[src/verilog/rail_cfg_pkg.sv]
// Register map, field layout and reset values of the rail enable block
package rail_cfg_pkg;

    localparam logic [7:0] ADDR_RAIL = 8'h16;
    localparam logic [7:0] ADDR_LOCKOUT = 8'h18;
    localparam logic [7:0] ADDR_SLOTS = 8'h19;

    localparam logic [7:0] RAIL_RESET = 8'h00;
    localparam logic [7:0] LOCKOUT_RESET = 8'h03;
    localparam logic [7:0] READ_UNMAPPED = 8'h00;

    // Writable bits; the rest read as zero
    localparam logic [7:0] RAIL_WMASK = 8'h7f;
    localparam logic [7:0] LOCKOUT_WMASK = 8'h07;
    localparam logic [7:0] SLOTS_WMASK = 8'h77;

    localparam int BIT_SWITCH_ONE = 6;
    localparam int BIT_SWITCH_TWO = 5;
    localparam int BIT_BUCK_ONE = 4;
    localparam int BIT_BUCK_TWO = 3;
    localparam int BIT_BUCK_THREE = 2;
    localparam int BIT_LINREG_ONE = 1;
    localparam int BIT_LINREG_TWO = 0;

    localparam int LOCKOUT_FIELD_LSB = 0;
    localparam int LOCKOUT_SPARE_BIT = 2;

    localparam int SLOT_ONE_LSB = 4;
    localparam int SLOT_TWO_LSB = 0;
    localparam logic [2:0] SLOT_OFF = 3'h0;
    localparam logic [2:0] SLOT_ONE_RESET = 3'h1;
    localparam logic [2:0] SLOT_TWO_RESET_FIRST = 3'h2;
    localparam logic [2:0] SLOT_TWO_RESET_OTHER = 3'h5;

    typedef enum logic [1:0] {
        LOCKOUT_2V73 = 2'b00,
        LOCKOUT_2V89 = 2'b01,
        LOCKOUT_3V18 = 2'b10,
        LOCKOUT_3V30 = 2'b11
    } lockout_code_e;

    // True when a strobe event reaches a rail whose slot is under sequencer control
    function automatic logic slot_hit(input logic [2:0] slot, input logic [2:0] strobe_num);
        slot_hit = (slot != SLOT_OFF) && (slot == strobe_num);
    endfunction

endpackage

[src/verilog/pin_sync.sv]
// Two-flop synchroniser for an asynchronous pin
`timescale 1ns/1ps
module pin_sync (
    input wire logic mclk,
    input wire logic rst_b,
    input wire logic pin_in,
    output logic pin_sync_r
);
    logic meta_r;
    logic meta_nxt;
    logic sync_nxt;

    always_comb begin
        meta_nxt = pin_in;
        sync_nxt = meta_r;
    end

    always_ff @(posedge mclk or negedge rst_b) begin
        if (!rst_b) begin
            meta_r <= 1'b0;
            pin_sync_r <= 1'b0;
        end else begin
            meta_r <= meta_nxt;
            pin_sync_r <= sync_nxt;
        end
    end
endmodule

[src/verilog/slot_latch.sv]
// Remembers that a rail's sequencer strobe slot has been reached
`timescale 1ns/1ps
module slot_latch (
    input wire logic mclk,
    input wire logic rst_b,
    input wire logic [2:0] slot,
    input wire logic strobe_pulse,
    input wire logic [2:0] strobe_num,
    input wire logic seq_restart,
    output logic reached_r
);
    logic reached_nxt;

    always_comb begin
        reached_nxt = reached_r;
        if (seq_restart) begin
            reached_nxt = 1'b0;
        end
        // A strobe in the restart cycle still counts
        if (strobe_pulse && rail_cfg_pkg::slot_hit(slot, strobe_num)) begin
            reached_nxt = 1'b1;
        end
    end

    always_ff @(posedge mclk or negedge rst_b) begin
        if (!rst_b) begin
            reached_r <= 1'b0;
        end else begin
            reached_r <= reached_nxt;
        end
    end
endmodule

[src/verilog/rail_enable_and_strobe_config.sv]
// Rail enable, lockout threshold and strobe slot registers with rail gating
// Functional notes
// Rail enable register at 0x16, resets zero
// Bit 6 switch one, needs power pin high
// Bit 5 switch two, needs power pin high
// Bits 4..2 bucks one..three, need pin
// Bits 1,0 linear regulators, no pin condition
// All three registers are write protected
// Lockout register 0x18, reset 0x03, top zero
// Lockout threshold field bits 1:0, reset 11
// Bit 2 spare read/write, resets zero
// Slot register 0x19, fields 6-4, 2-0
// Slot zero: no sequencing; n: strobe n
// Buck two slot reset depends on variant
// Pin-gated rails: enable bit AND pin
// Protected writes need a preceding unlock
`timescale 1ns/1ps
module rail_enable_and_strobe_config #(
    parameter bit FIRST_VARIANT = 1'b0
) (
    input wire logic mclk,
    input wire logic rst_b,
    input wire logic [7:0] reg_addr,
    input wire logic [7:0] reg_wdata,
    input wire logic reg_wr,
    input wire logic reg_rd,
    input wire logic unlock_pulse,
    input wire logic power_enable_pin,
    input wire logic strobe_pulse,
    input wire logic [2:0] strobe_num,
    input wire logic seq_restart,
    output logic [7:0] reg_rdata_r,
    output logic wr_refused_r,
    output logic switch_one_on_r,
    output logic switch_two_on_r,
    output logic buck_one_on_r,
    output logic buck_two_on_r,
    output logic buck_three_on_r,
    output logic linreg_one_on_r,
    output logic linreg_two_on_r,
    output logic [1:0] lockout_threshold_field_r
);
    localparam logic [2:0] SLOT_TWO_RESET = FIRST_VARIANT ?
        rail_cfg_pkg::SLOT_TWO_RESET_FIRST : rail_cfg_pkg::SLOT_TWO_RESET_OTHER;
    localparam logic [7:0] SLOTS_RESET = {1'b0, rail_cfg_pkg::SLOT_ONE_RESET,
        1'b0, SLOT_TWO_RESET};

    logic pwr_sync;
    logic reached_one;
    logic reached_two;

    logic [7:0] rail_enable_bits_r;
    logic [7:0] rail_enable_bits_nxt;
    logic [7:0] lockout_threshold_r;
    logic [7:0] lockout_threshold_nxt;
    logic [7:0] sequencer_slots_one_r;
    logic [7:0] sequencer_slots_one_nxt;
    logic unlock_armed_r;
    logic unlock_armed_nxt;
    logic [7:0] reg_rdata_nxt;
    logic wr_refused_nxt;
    logic write_ok;
    logic hit_mapped;

    logic switch_one_on_nxt;
    logic switch_two_on_nxt;
    logic buck_one_on_nxt;
    logic buck_two_on_nxt;
    logic buck_three_on_nxt;
    logic linreg_one_on_nxt;
    logic linreg_two_on_nxt;
    logic [1:0] lockout_threshold_field_nxt;

    logic [2:0] buck_one_slot;
    logic [2:0] buck_two_slot;

    pin_sync u_pwr_sync (
        .mclk(mclk),
        .rst_b(rst_b),
        .pin_in(power_enable_pin),
        .pin_sync_r(pwr_sync)
    );

    assign buck_one_slot = sequencer_slots_one_r[rail_cfg_pkg::SLOT_ONE_LSB +: 3];
    assign buck_two_slot = sequencer_slots_one_r[rail_cfg_pkg::SLOT_TWO_LSB +: 3];

    slot_latch u_slot_one (
        .mclk(mclk),
        .rst_b(rst_b),
        .slot(buck_one_slot),
        .strobe_pulse(strobe_pulse),
        .strobe_num(strobe_num),
        .seq_restart(seq_restart),
        .reached_r(reached_one)
    );

    slot_latch u_slot_two (
        .mclk(mclk),
        .rst_b(rst_b),
        .slot(buck_two_slot),
        .strobe_pulse(strobe_pulse),
        .strobe_num(strobe_num),
        .seq_restart(seq_restart),
        .reached_r(reached_two)
    );

    // Register access and the one-shot unlock
    always_comb begin
        hit_mapped = (reg_addr == rail_cfg_pkg::ADDR_RAIL) ||
            (reg_addr == rail_cfg_pkg::ADDR_LOCKOUT) ||
            (reg_addr == rail_cfg_pkg::ADDR_SLOTS);
        write_ok = reg_wr && unlock_armed_r && hit_mapped;
        rail_enable_bits_nxt = rail_enable_bits_r;
        lockout_threshold_nxt = lockout_threshold_r;
        sequencer_slots_one_nxt = sequencer_slots_one_r;
        if (write_ok) begin
            unique case (reg_addr)
                rail_cfg_pkg::ADDR_RAIL: begin
                    rail_enable_bits_nxt = reg_wdata & rail_cfg_pkg::RAIL_WMASK;
                end
                rail_cfg_pkg::ADDR_LOCKOUT: begin
                    lockout_threshold_nxt = reg_wdata & rail_cfg_pkg::LOCKOUT_WMASK;
                end
                rail_cfg_pkg::ADDR_SLOTS: begin
                    sequencer_slots_one_nxt = reg_wdata & rail_cfg_pkg::SLOTS_WMASK;
                end
                default: begin
                    rail_enable_bits_nxt = rail_enable_bits_r;
                end
            endcase
        end
        // Any write uses up the unlock; a fresh unlock in the same cycle wins
        unlock_armed_nxt = unlock_armed_r;
        if (reg_wr) begin
            unlock_armed_nxt = 1'b0;
        end
        if (unlock_pulse) begin
            unlock_armed_nxt = 1'b1;
        end
        wr_refused_nxt = reg_wr && hit_mapped && !unlock_armed_r;
        reg_rdata_nxt = reg_rdata_r;
        if (reg_rd) begin
            if (reg_addr == rail_cfg_pkg::ADDR_RAIL) begin
                reg_rdata_nxt = rail_enable_bits_r;
            end else if (reg_addr == rail_cfg_pkg::ADDR_LOCKOUT) begin
                reg_rdata_nxt = lockout_threshold_r;
            end else if (reg_addr == rail_cfg_pkg::ADDR_SLOTS) begin
                reg_rdata_nxt = sequencer_slots_one_r;
            end else begin
                reg_rdata_nxt = rail_cfg_pkg::READ_UNMAPPED;
            end
        end
    end

    always_ff @(posedge mclk or negedge rst_b) begin
        if (!rst_b) begin
            rail_enable_bits_r <= rail_cfg_pkg::RAIL_RESET;
            lockout_threshold_r <= rail_cfg_pkg::LOCKOUT_RESET;
            sequencer_slots_one_r <= SLOTS_RESET;
            unlock_armed_r <= 1'b0;
            wr_refused_r <= 1'b0;
            reg_rdata_r <= 8'h00;
        end else begin
            rail_enable_bits_r <= rail_enable_bits_nxt;
            lockout_threshold_r <= lockout_threshold_nxt;
            sequencer_slots_one_r <= sequencer_slots_one_nxt;
            unlock_armed_r <= unlock_armed_nxt;
            wr_refused_r <= wr_refused_nxt;
            reg_rdata_r <= reg_rdata_nxt;
        end
    end

    // Rail requests; the pin is sampled synchronised, so outputs lag it by three edges
    always_comb begin
        switch_one_on_nxt = rail_enable_bits_r[rail_cfg_pkg::BIT_SWITCH_ONE] && pwr_sync;
        switch_two_on_nxt = rail_enable_bits_r[rail_cfg_pkg::BIT_SWITCH_TWO] && pwr_sync;
        // Sequencer slots also turn bucks one and two on, but never without the pin
        buck_one_on_nxt = (rail_enable_bits_r[rail_cfg_pkg::BIT_BUCK_ONE] || reached_one) &&
            pwr_sync;
        buck_two_on_nxt = (rail_enable_bits_r[rail_cfg_pkg::BIT_BUCK_TWO] || reached_two) &&
            pwr_sync;
        buck_three_on_nxt = rail_enable_bits_r[rail_cfg_pkg::BIT_BUCK_THREE] && pwr_sync;
        linreg_one_on_nxt = rail_enable_bits_r[rail_cfg_pkg::BIT_LINREG_ONE];
        linreg_two_on_nxt = rail_enable_bits_r[rail_cfg_pkg::BIT_LINREG_TWO];
        lockout_threshold_field_nxt =
            lockout_threshold_r[rail_cfg_pkg::LOCKOUT_FIELD_LSB +: 2];
    end

    always_ff @(posedge mclk or negedge rst_b) begin
        if (!rst_b) begin
            switch_one_on_r <= 1'b0;
            switch_two_on_r <= 1'b0;
            buck_one_on_r <= 1'b0;
            buck_two_on_r <= 1'b0;
            buck_three_on_r <= 1'b0;
            linreg_one_on_r <= 1'b0;
            linreg_two_on_r <= 1'b0;
            lockout_threshold_field_r <= rail_cfg_pkg::LOCKOUT_RESET[1:0];
        end else begin
            switch_one_on_r <= switch_one_on_nxt;
            switch_two_on_r <= switch_two_on_nxt;
            buck_one_on_r <= buck_one_on_nxt;
            buck_two_on_r <= buck_two_on_nxt;
            buck_three_on_r <= buck_three_on_nxt;
            linreg_one_on_r <= linreg_one_on_nxt;
            linreg_two_on_r <= linreg_two_on_nxt;
            lockout_threshold_field_r <= lockout_threshold_field_nxt;
        end
    end

    AST_RAIL_READBACK: assert property (@(posedge mclk) disable iff (!rst_b)
        reg_rd && reg_addr == 8'h16 |=> reg_rdata_r == $past(rail_enable_bits_r) &&
        reg_rdata_r[7] == 1'b0)
        else $error("rail enable readback wrong");

    AST_SWITCH_ONE_GATED: assert property (@(posedge mclk) disable iff (!rst_b)
        switch_one_on_r |-> $past(rail_enable_bits_r[6]) && $past(pwr_sync))
        else $error("switch one on without bit and pin");

    AST_SWITCH_TWO_GATED: assert property (@(posedge mclk) disable iff (!rst_b)
        switch_two_on_r |-> $past(rail_enable_bits_r[5]) && $past(pwr_sync))
        else $error("switch two turned on without bit and pin");

    AST_BUCKS_NEED_PIN: assert property (@(posedge mclk) disable iff (!rst_b)
        !pwr_sync |=> !buck_one_on_r && !buck_two_on_r && !buck_three_on_r)
        else $error("buck on while power pin low");

    AST_LINREGS_FOLLOW_BITS: assert property (@(posedge mclk) disable iff (!rst_b)
        ##1 {linreg_one_on_r, linreg_two_on_r} == $past(rail_enable_bits_r[1:0]))
        else $error("linear regulator enables do not follow bits");

    AST_LOCKED_WRITE_IGNORED: assert property (@(posedge mclk) disable iff (!rst_b)
        reg_wr && !unlock_armed_r |=> $stable(rail_enable_bits_r) &&
        $stable(lockout_threshold_r) && $stable(sequencer_slots_one_r))
        else $error("protected register changed without unlock");

    AST_LOCKOUT_TOP_ZERO: assert property (@(posedge mclk) disable iff (!rst_b)
        lockout_threshold_r[7:3] == 5'h00 && sequencer_slots_one_r[7] == 1'b0 &&
        sequencer_slots_one_r[3] == 1'b0)
        else $error("reserved bits not zero");

    AST_THRESHOLD_OUT: assert property (@(posedge mclk) disable iff (!rst_b)
        write_ok && reg_addr == 8'h18 |=> ##1 lockout_threshold_field_r == $past(reg_wdata[1:0], 2))
        else $error("threshold field not driven from write");

    AST_SPARE_BIT_RW: assert property (@(posedge mclk) disable iff (!rst_b)
        write_ok && reg_addr == 8'h18 |=> lockout_threshold_r[2] == $past(reg_wdata[2]))
        else $error("spare lockout bit not stored");

    AST_SLOT_WRITE: assert property (@(posedge mclk) disable iff (!rst_b)
        write_ok && reg_addr == 8'h19 |=> buck_one_slot == $past(reg_wdata[6:4]) &&
        buck_two_slot == $past(reg_wdata[2:0]))
        else $error("slot fields not stored");

    AST_SLOT_ZERO_NO_SEQ: assert property (@(posedge mclk) disable iff (!rst_b)
        $rose(reached_one) |-> $past(strobe_pulse) && $past(buck_one_slot) != 3'h0 &&
        $past(strobe_num) == $past(buck_one_slot))
        else $error("buck one sequenced at wrong strobe");

    AST_SLOT_REACH: assert property (@(posedge mclk) disable iff (!rst_b)
        strobe_pulse && buck_two_slot != 3'h0 && strobe_num == buck_two_slot |=> reached_two)
        else $error("buck two slot not reached");

    AST_PIN_AND: assert property (@(posedge mclk) disable iff (!rst_b)
        pwr_sync && rail_enable_bits_r[2] ##1 pwr_sync && rail_enable_bits_r[2]
        |-> ##1 buck_three_on_r)
        else $error("buck three off while bit and pin high");

    AST_UNLOCK_ONE_SHOT: assert property (@(posedge mclk) disable iff (!rst_b)
        reg_wr && !unlock_pulse ##1 reg_wr && reg_addr == 8'h16 && !unlock_pulse
        |=> $stable(rail_enable_bits_r) && wr_refused_r)
        else $error("second write after one unlock accepted");

    AST_REFUSED_PULSE: assert property (@(posedge mclk) disable iff (!rst_b)
        wr_refused_r == ($past(reg_wr) && $past(hit_mapped) && !$past(unlock_armed_r)))
        else $error("write refusal flag wrong");

    AST_BUCK_TWO_SOURCES: assert property (@(posedge mclk) disable iff (!rst_b)
        buck_two_on_r |-> $past(pwr_sync) &&
        ($past(rail_enable_bits_r[3]) || $past(reached_two)))
        else $error("buck two on without enable, slot or pin");

    AST_RAIL_TOP_ZERO: assert property (@(posedge mclk) disable iff (!rst_b)
        rail_enable_bits_r[7] == 1'b0)
        else $error("rail enable bit 7 not zero");

    // Reset values checked at the first sampled edge after release
    logic first_cycle_r;
    logic first_cycle_nxt;

    always_comb begin
        first_cycle_nxt = 1'b0;
    end

    always_ff @(posedge mclk or negedge rst_b) begin
        if (!rst_b) begin
            first_cycle_r <= 1'b1;
        end else begin
            first_cycle_r <= first_cycle_nxt;
        end
    end

    AST_RESET_VALUES: assert property (@(posedge mclk) disable iff (!rst_b)
        first_cycle_r |-> buck_one_slot == 3'h1 &&
        buck_two_slot == (FIRST_VARIANT ? 3'h2 : 3'h5) && lockout_threshold_r == 8'h03 &&
        rail_enable_bits_r == 8'h00)
        else $error("register reset values wrong");
endmodule

[config.mk]
export PLATFORM = sky130hd
export DESIGN_NAME = rail_enable_and_strobe_config
export DESIGN_NICKNAME = d
export VERILOG_FILES = /design/src/verilog/rail_cfg_pkg.sv /design/src/verilog/pin_sync.sv /design/src/verilog/slot_latch.sv /design/src/verilog/rail_enable_and_strobe_config.sv
export SDC_FILE = /design/constraint.sdc
export NUM_CORES = 1
export LEC_CHECK = 0
export ABC_CLOCK_PERIOD_IN_PS = 1250
export BUFFER_PORTS_ARGS = -buffer_cell sky130_fd_sc_hd__buf_2
export CELL_PAD_IN_SITES_DETAIL_PLACEMENT = 1
export CELL_PAD_IN_SITES_GLOBAL_PLACEMENT = 1
export CORE_MARGIN = 8
export CORE_UTILIZATION = 37
export CTS_BUF_LIST = sky130_fd_sc_hd__clkbuf_8 sky130_fd_sc_hd__clkbuf_16
export DETAILED_ROUTE_END_ITERATION = 6
export PLACE_DENSITY = 0.73
export SYNTH_ARGS = -nofsm -noshare
export SYNTH_HDL_FRONTEND = slang
export SYNTH_SLANG_ARGS = --single-unit
[constraint.sdc]
create_clock -name mclk -period 1.25 [get_ports mclk]
set_input_delay 0.25 -clock mclk [delete_from_list [all_inputs] [get_ports mclk]]
set_output_delay 0.25 -clock mclk [all_outputs]
set_load 0.05 [all_outputs]
==> results.cfg <==
[layout]
layout.cells.non_filler = 223
regArea_um2 = 960
nets = 197
fill_cells = 462
multi_input_area_um2 = 628
diodes = 0
drive_above_1_share_pct = 55.0
areaGrowthSynthToFinish_pct = 25.8

[clock_network]
tritoncts = yes
htree_levels = 2
insertion_delay_ps = 290
clock-sinks = 38
cts_max_path_buffers = 2
ctsRootBufferMaster = clkbuf_8
clk_pin_slew_ps = 80
cts_buffers = 5

[critical_path]
path_cells = and2_4 -> and4b_2 -> mux2_4
crit_arrival_ps = 1450
critPathKind = reg2reg
critPathTopFamily = simple AND/OR/NAND/NOR gates
crit_path_max_incr_delay_ps = 390
path_max_fanout = 3
worstPathRequired_ps = 1430
crit_buf_inv = 0
critPathCaptureType = flip-flop
cpMaxStageDelayCell = dfrtp_1
critPathLaunchType = flip-flop

[floorplanning]
die_x_um = 83.0
ios = 45
row_count = 24
die_area_mm2 = 0.00689
fp.dieH_um = 83.0
initial_core_util_pct = 38.1
core_area_mm2 = 0.00435

[timing]
worst_slack_ps = -19.0
skew_ps = 3.18
hold_viol = 0
max_clock_freq_mhz = 788
finalCritPeriodShare_pct = 102
holdWs_ps = 57.3
period_minus_slack_ps = 1270
rsz0062_at_grt = yes
drv_slew = 0
setup_viol = 1

[power_and_ir_drop]
leakagePower_uw = 0.00101
power.total_uw = 2430
p_per_area_mw_per_mm2 = 1170
ir_worst_vdd_mv = 0.413

[routing]
drc_errors = 0
dr_wl_met3_um = 166
antenna_left = 0
drt_wl_total_mm = 4.24
wl_met2_mm = 2.30
vias_per_cell = 5.11
wl_met1_mm = 1.68
dr.max_layer_used = met4
firstDrtPassIters = 4
wire_per_inst_um = 19.0
vias = 1140
drtIter0Drc = 45

[logic_synthesis]
syn_area_mm2 = 0.00166
yosysSeqAreaShare_pct = 57.8
avgSynthCellArea_um2 = 14.2
synth_top_family_by_area = multiplexers
synthFlopType = dfrtp_1
syn_nets = 144
synth_edf_count = 0
yosysMostFrequentCell = dfrtp_1
synthCells = 117
synth_simple_gate_area_share_pct = 9.50
muxShareOfSynthArea_pct = 14.5
ys_top_cells_by_count = 31 x dfrtp_1, 12 x mux2_2, 10 x inv_1
ys_top_cells_by_area = dfrtp_1 47%, dfstp_2 11%, mux2_2 8.1%, mux2_4 6.3%, o22ai_1 3.4%
ys_warn_count = 0
synth-xor-area-share_pct = 2.11
synth_fa_ha_area_share_pct = 0
synth_seq_cells = 38
synth_cell_types = 30
synth.largest_area_cell = dfrtp_1
async_flop_share_pct = 100
synth_top_area_share_pct = 46.7
synth-compound-area-share_pct = 9.95

[placed_design]
dp_cells = 212
portBuffers = 42
dp_hpwl_mm = 3.23
gp_congestion = 0.709

[global_route]
grt_pass1_wl_mm = 7.11
grt_max_degree = 21
grtUsageTotal_pct = 12.9
grt.overflow.total = 0
antenna_found_initial = 0
grt_pass1_vias = 1349

[outcome]
outcome = finished, violations left
failed_checks = setup timing

[min_path]
holdCritPathClass = in2reg

[run]
drv_cap = 0
[final timing paths]
kind                              startpoint                      to  slack [ps]  depth (start not counted)
min in group asynchronous              rst_b    u_slot_two.reached_r         440                          2
max                           unlock_armed_r  lockout_threshold_r[2]         -20                          3
min                         power_enable_pin       u_pwr_sync.meta_r          60                          1
min reg2reg                u_pwr_sync.meta_r   u_pwr_sync.pin_sync_r         360                          0
max in group asynchronous              rst_b          reg_rdata_r[0]         290                          3
max reg2reg                   unlock_armed_r  lockout_threshold_r[2]         -20                          3
[sequential cells by signal, summed over array words and instances, names as in the netlist, 2 cells and up]
name	cells
sequencer_slots_one_r	6
rail_enable_bits_r	7
reg_rdata_r	7
lockout_threshold_field_r	2
lockout_threshold_r	3
[cell families after synthesis]
| group | Yosys count |
|---|---|
| AOI/OAI and AO/OA | 22 |
| xor gates and xnor gates | 4 |
| buffers and inverters | 16 |
| DFF | 38 |
| muxes | 19 |
| other | 1 |
| and+or+nand+nor | 17 |
[cell usage in the layout, fill, tap and decap left out, drive strengths merged, types with 2 or more instances in the layout]
master and instances:
o2111ai 2, nand2b 2, o21a 2, buf 51
o22ai 9, o21ba 2, a32oi 3, dfstp 7
and2 4, xnor2 2, nand2 3, a22oi 3
xor2 2, mux2 19, inv 10, clkbuf 6
dfrtp 31
[through the flow]
step                      setup TNS (ps)  setup WS [ps]  util (%)  area [um^2]
final                              -19.0          -19.0      48.0         2090
after global routing               -29.6          -21.6      48.0         2090
after detailed placement           -4620           -341      44.4         1930
after floorplan                    -2380           -230         -         1670
after global placement             -3850           -288      44.4         1930
after CTS                              0          0.627      47.5         2070
[report_power, final]
part           internal [uW]  switching (uW)
clock                    443             445
combinational            114             136
sequential              1270            27.3
total                   1830             608
[layer usage]
layer	global-route usage, %	vias up
met1	13.6	588
met3	3.81	7
met2	22.5	30
met5	0	-
met4	6.55	0
li1	-	515
[final cells by class]
class                   count  area share, %
clock buffers               6           3.95
repair buffers             52           14.6
flip-flops and latches     38           45.9
inverters                  10           1.80
multi-input cells          63           30.1
clock inverters             2          0.599
well taps                  52           3.11
[what timing repair did]
| action | CTS | global route |
|---|---|---|
| hold buffers | 1 | 0 |
| hold endpoints to repair | 11 | 0 |
| gates resized for setup | 7 | 4 |
| pin swaps | 1 | 3 |
| endpoints found under the setup margin | 14 | 14 |
| buffers inserted | 1 | 1 |
No activity file was read; power rests on OpenSTA's default activity.
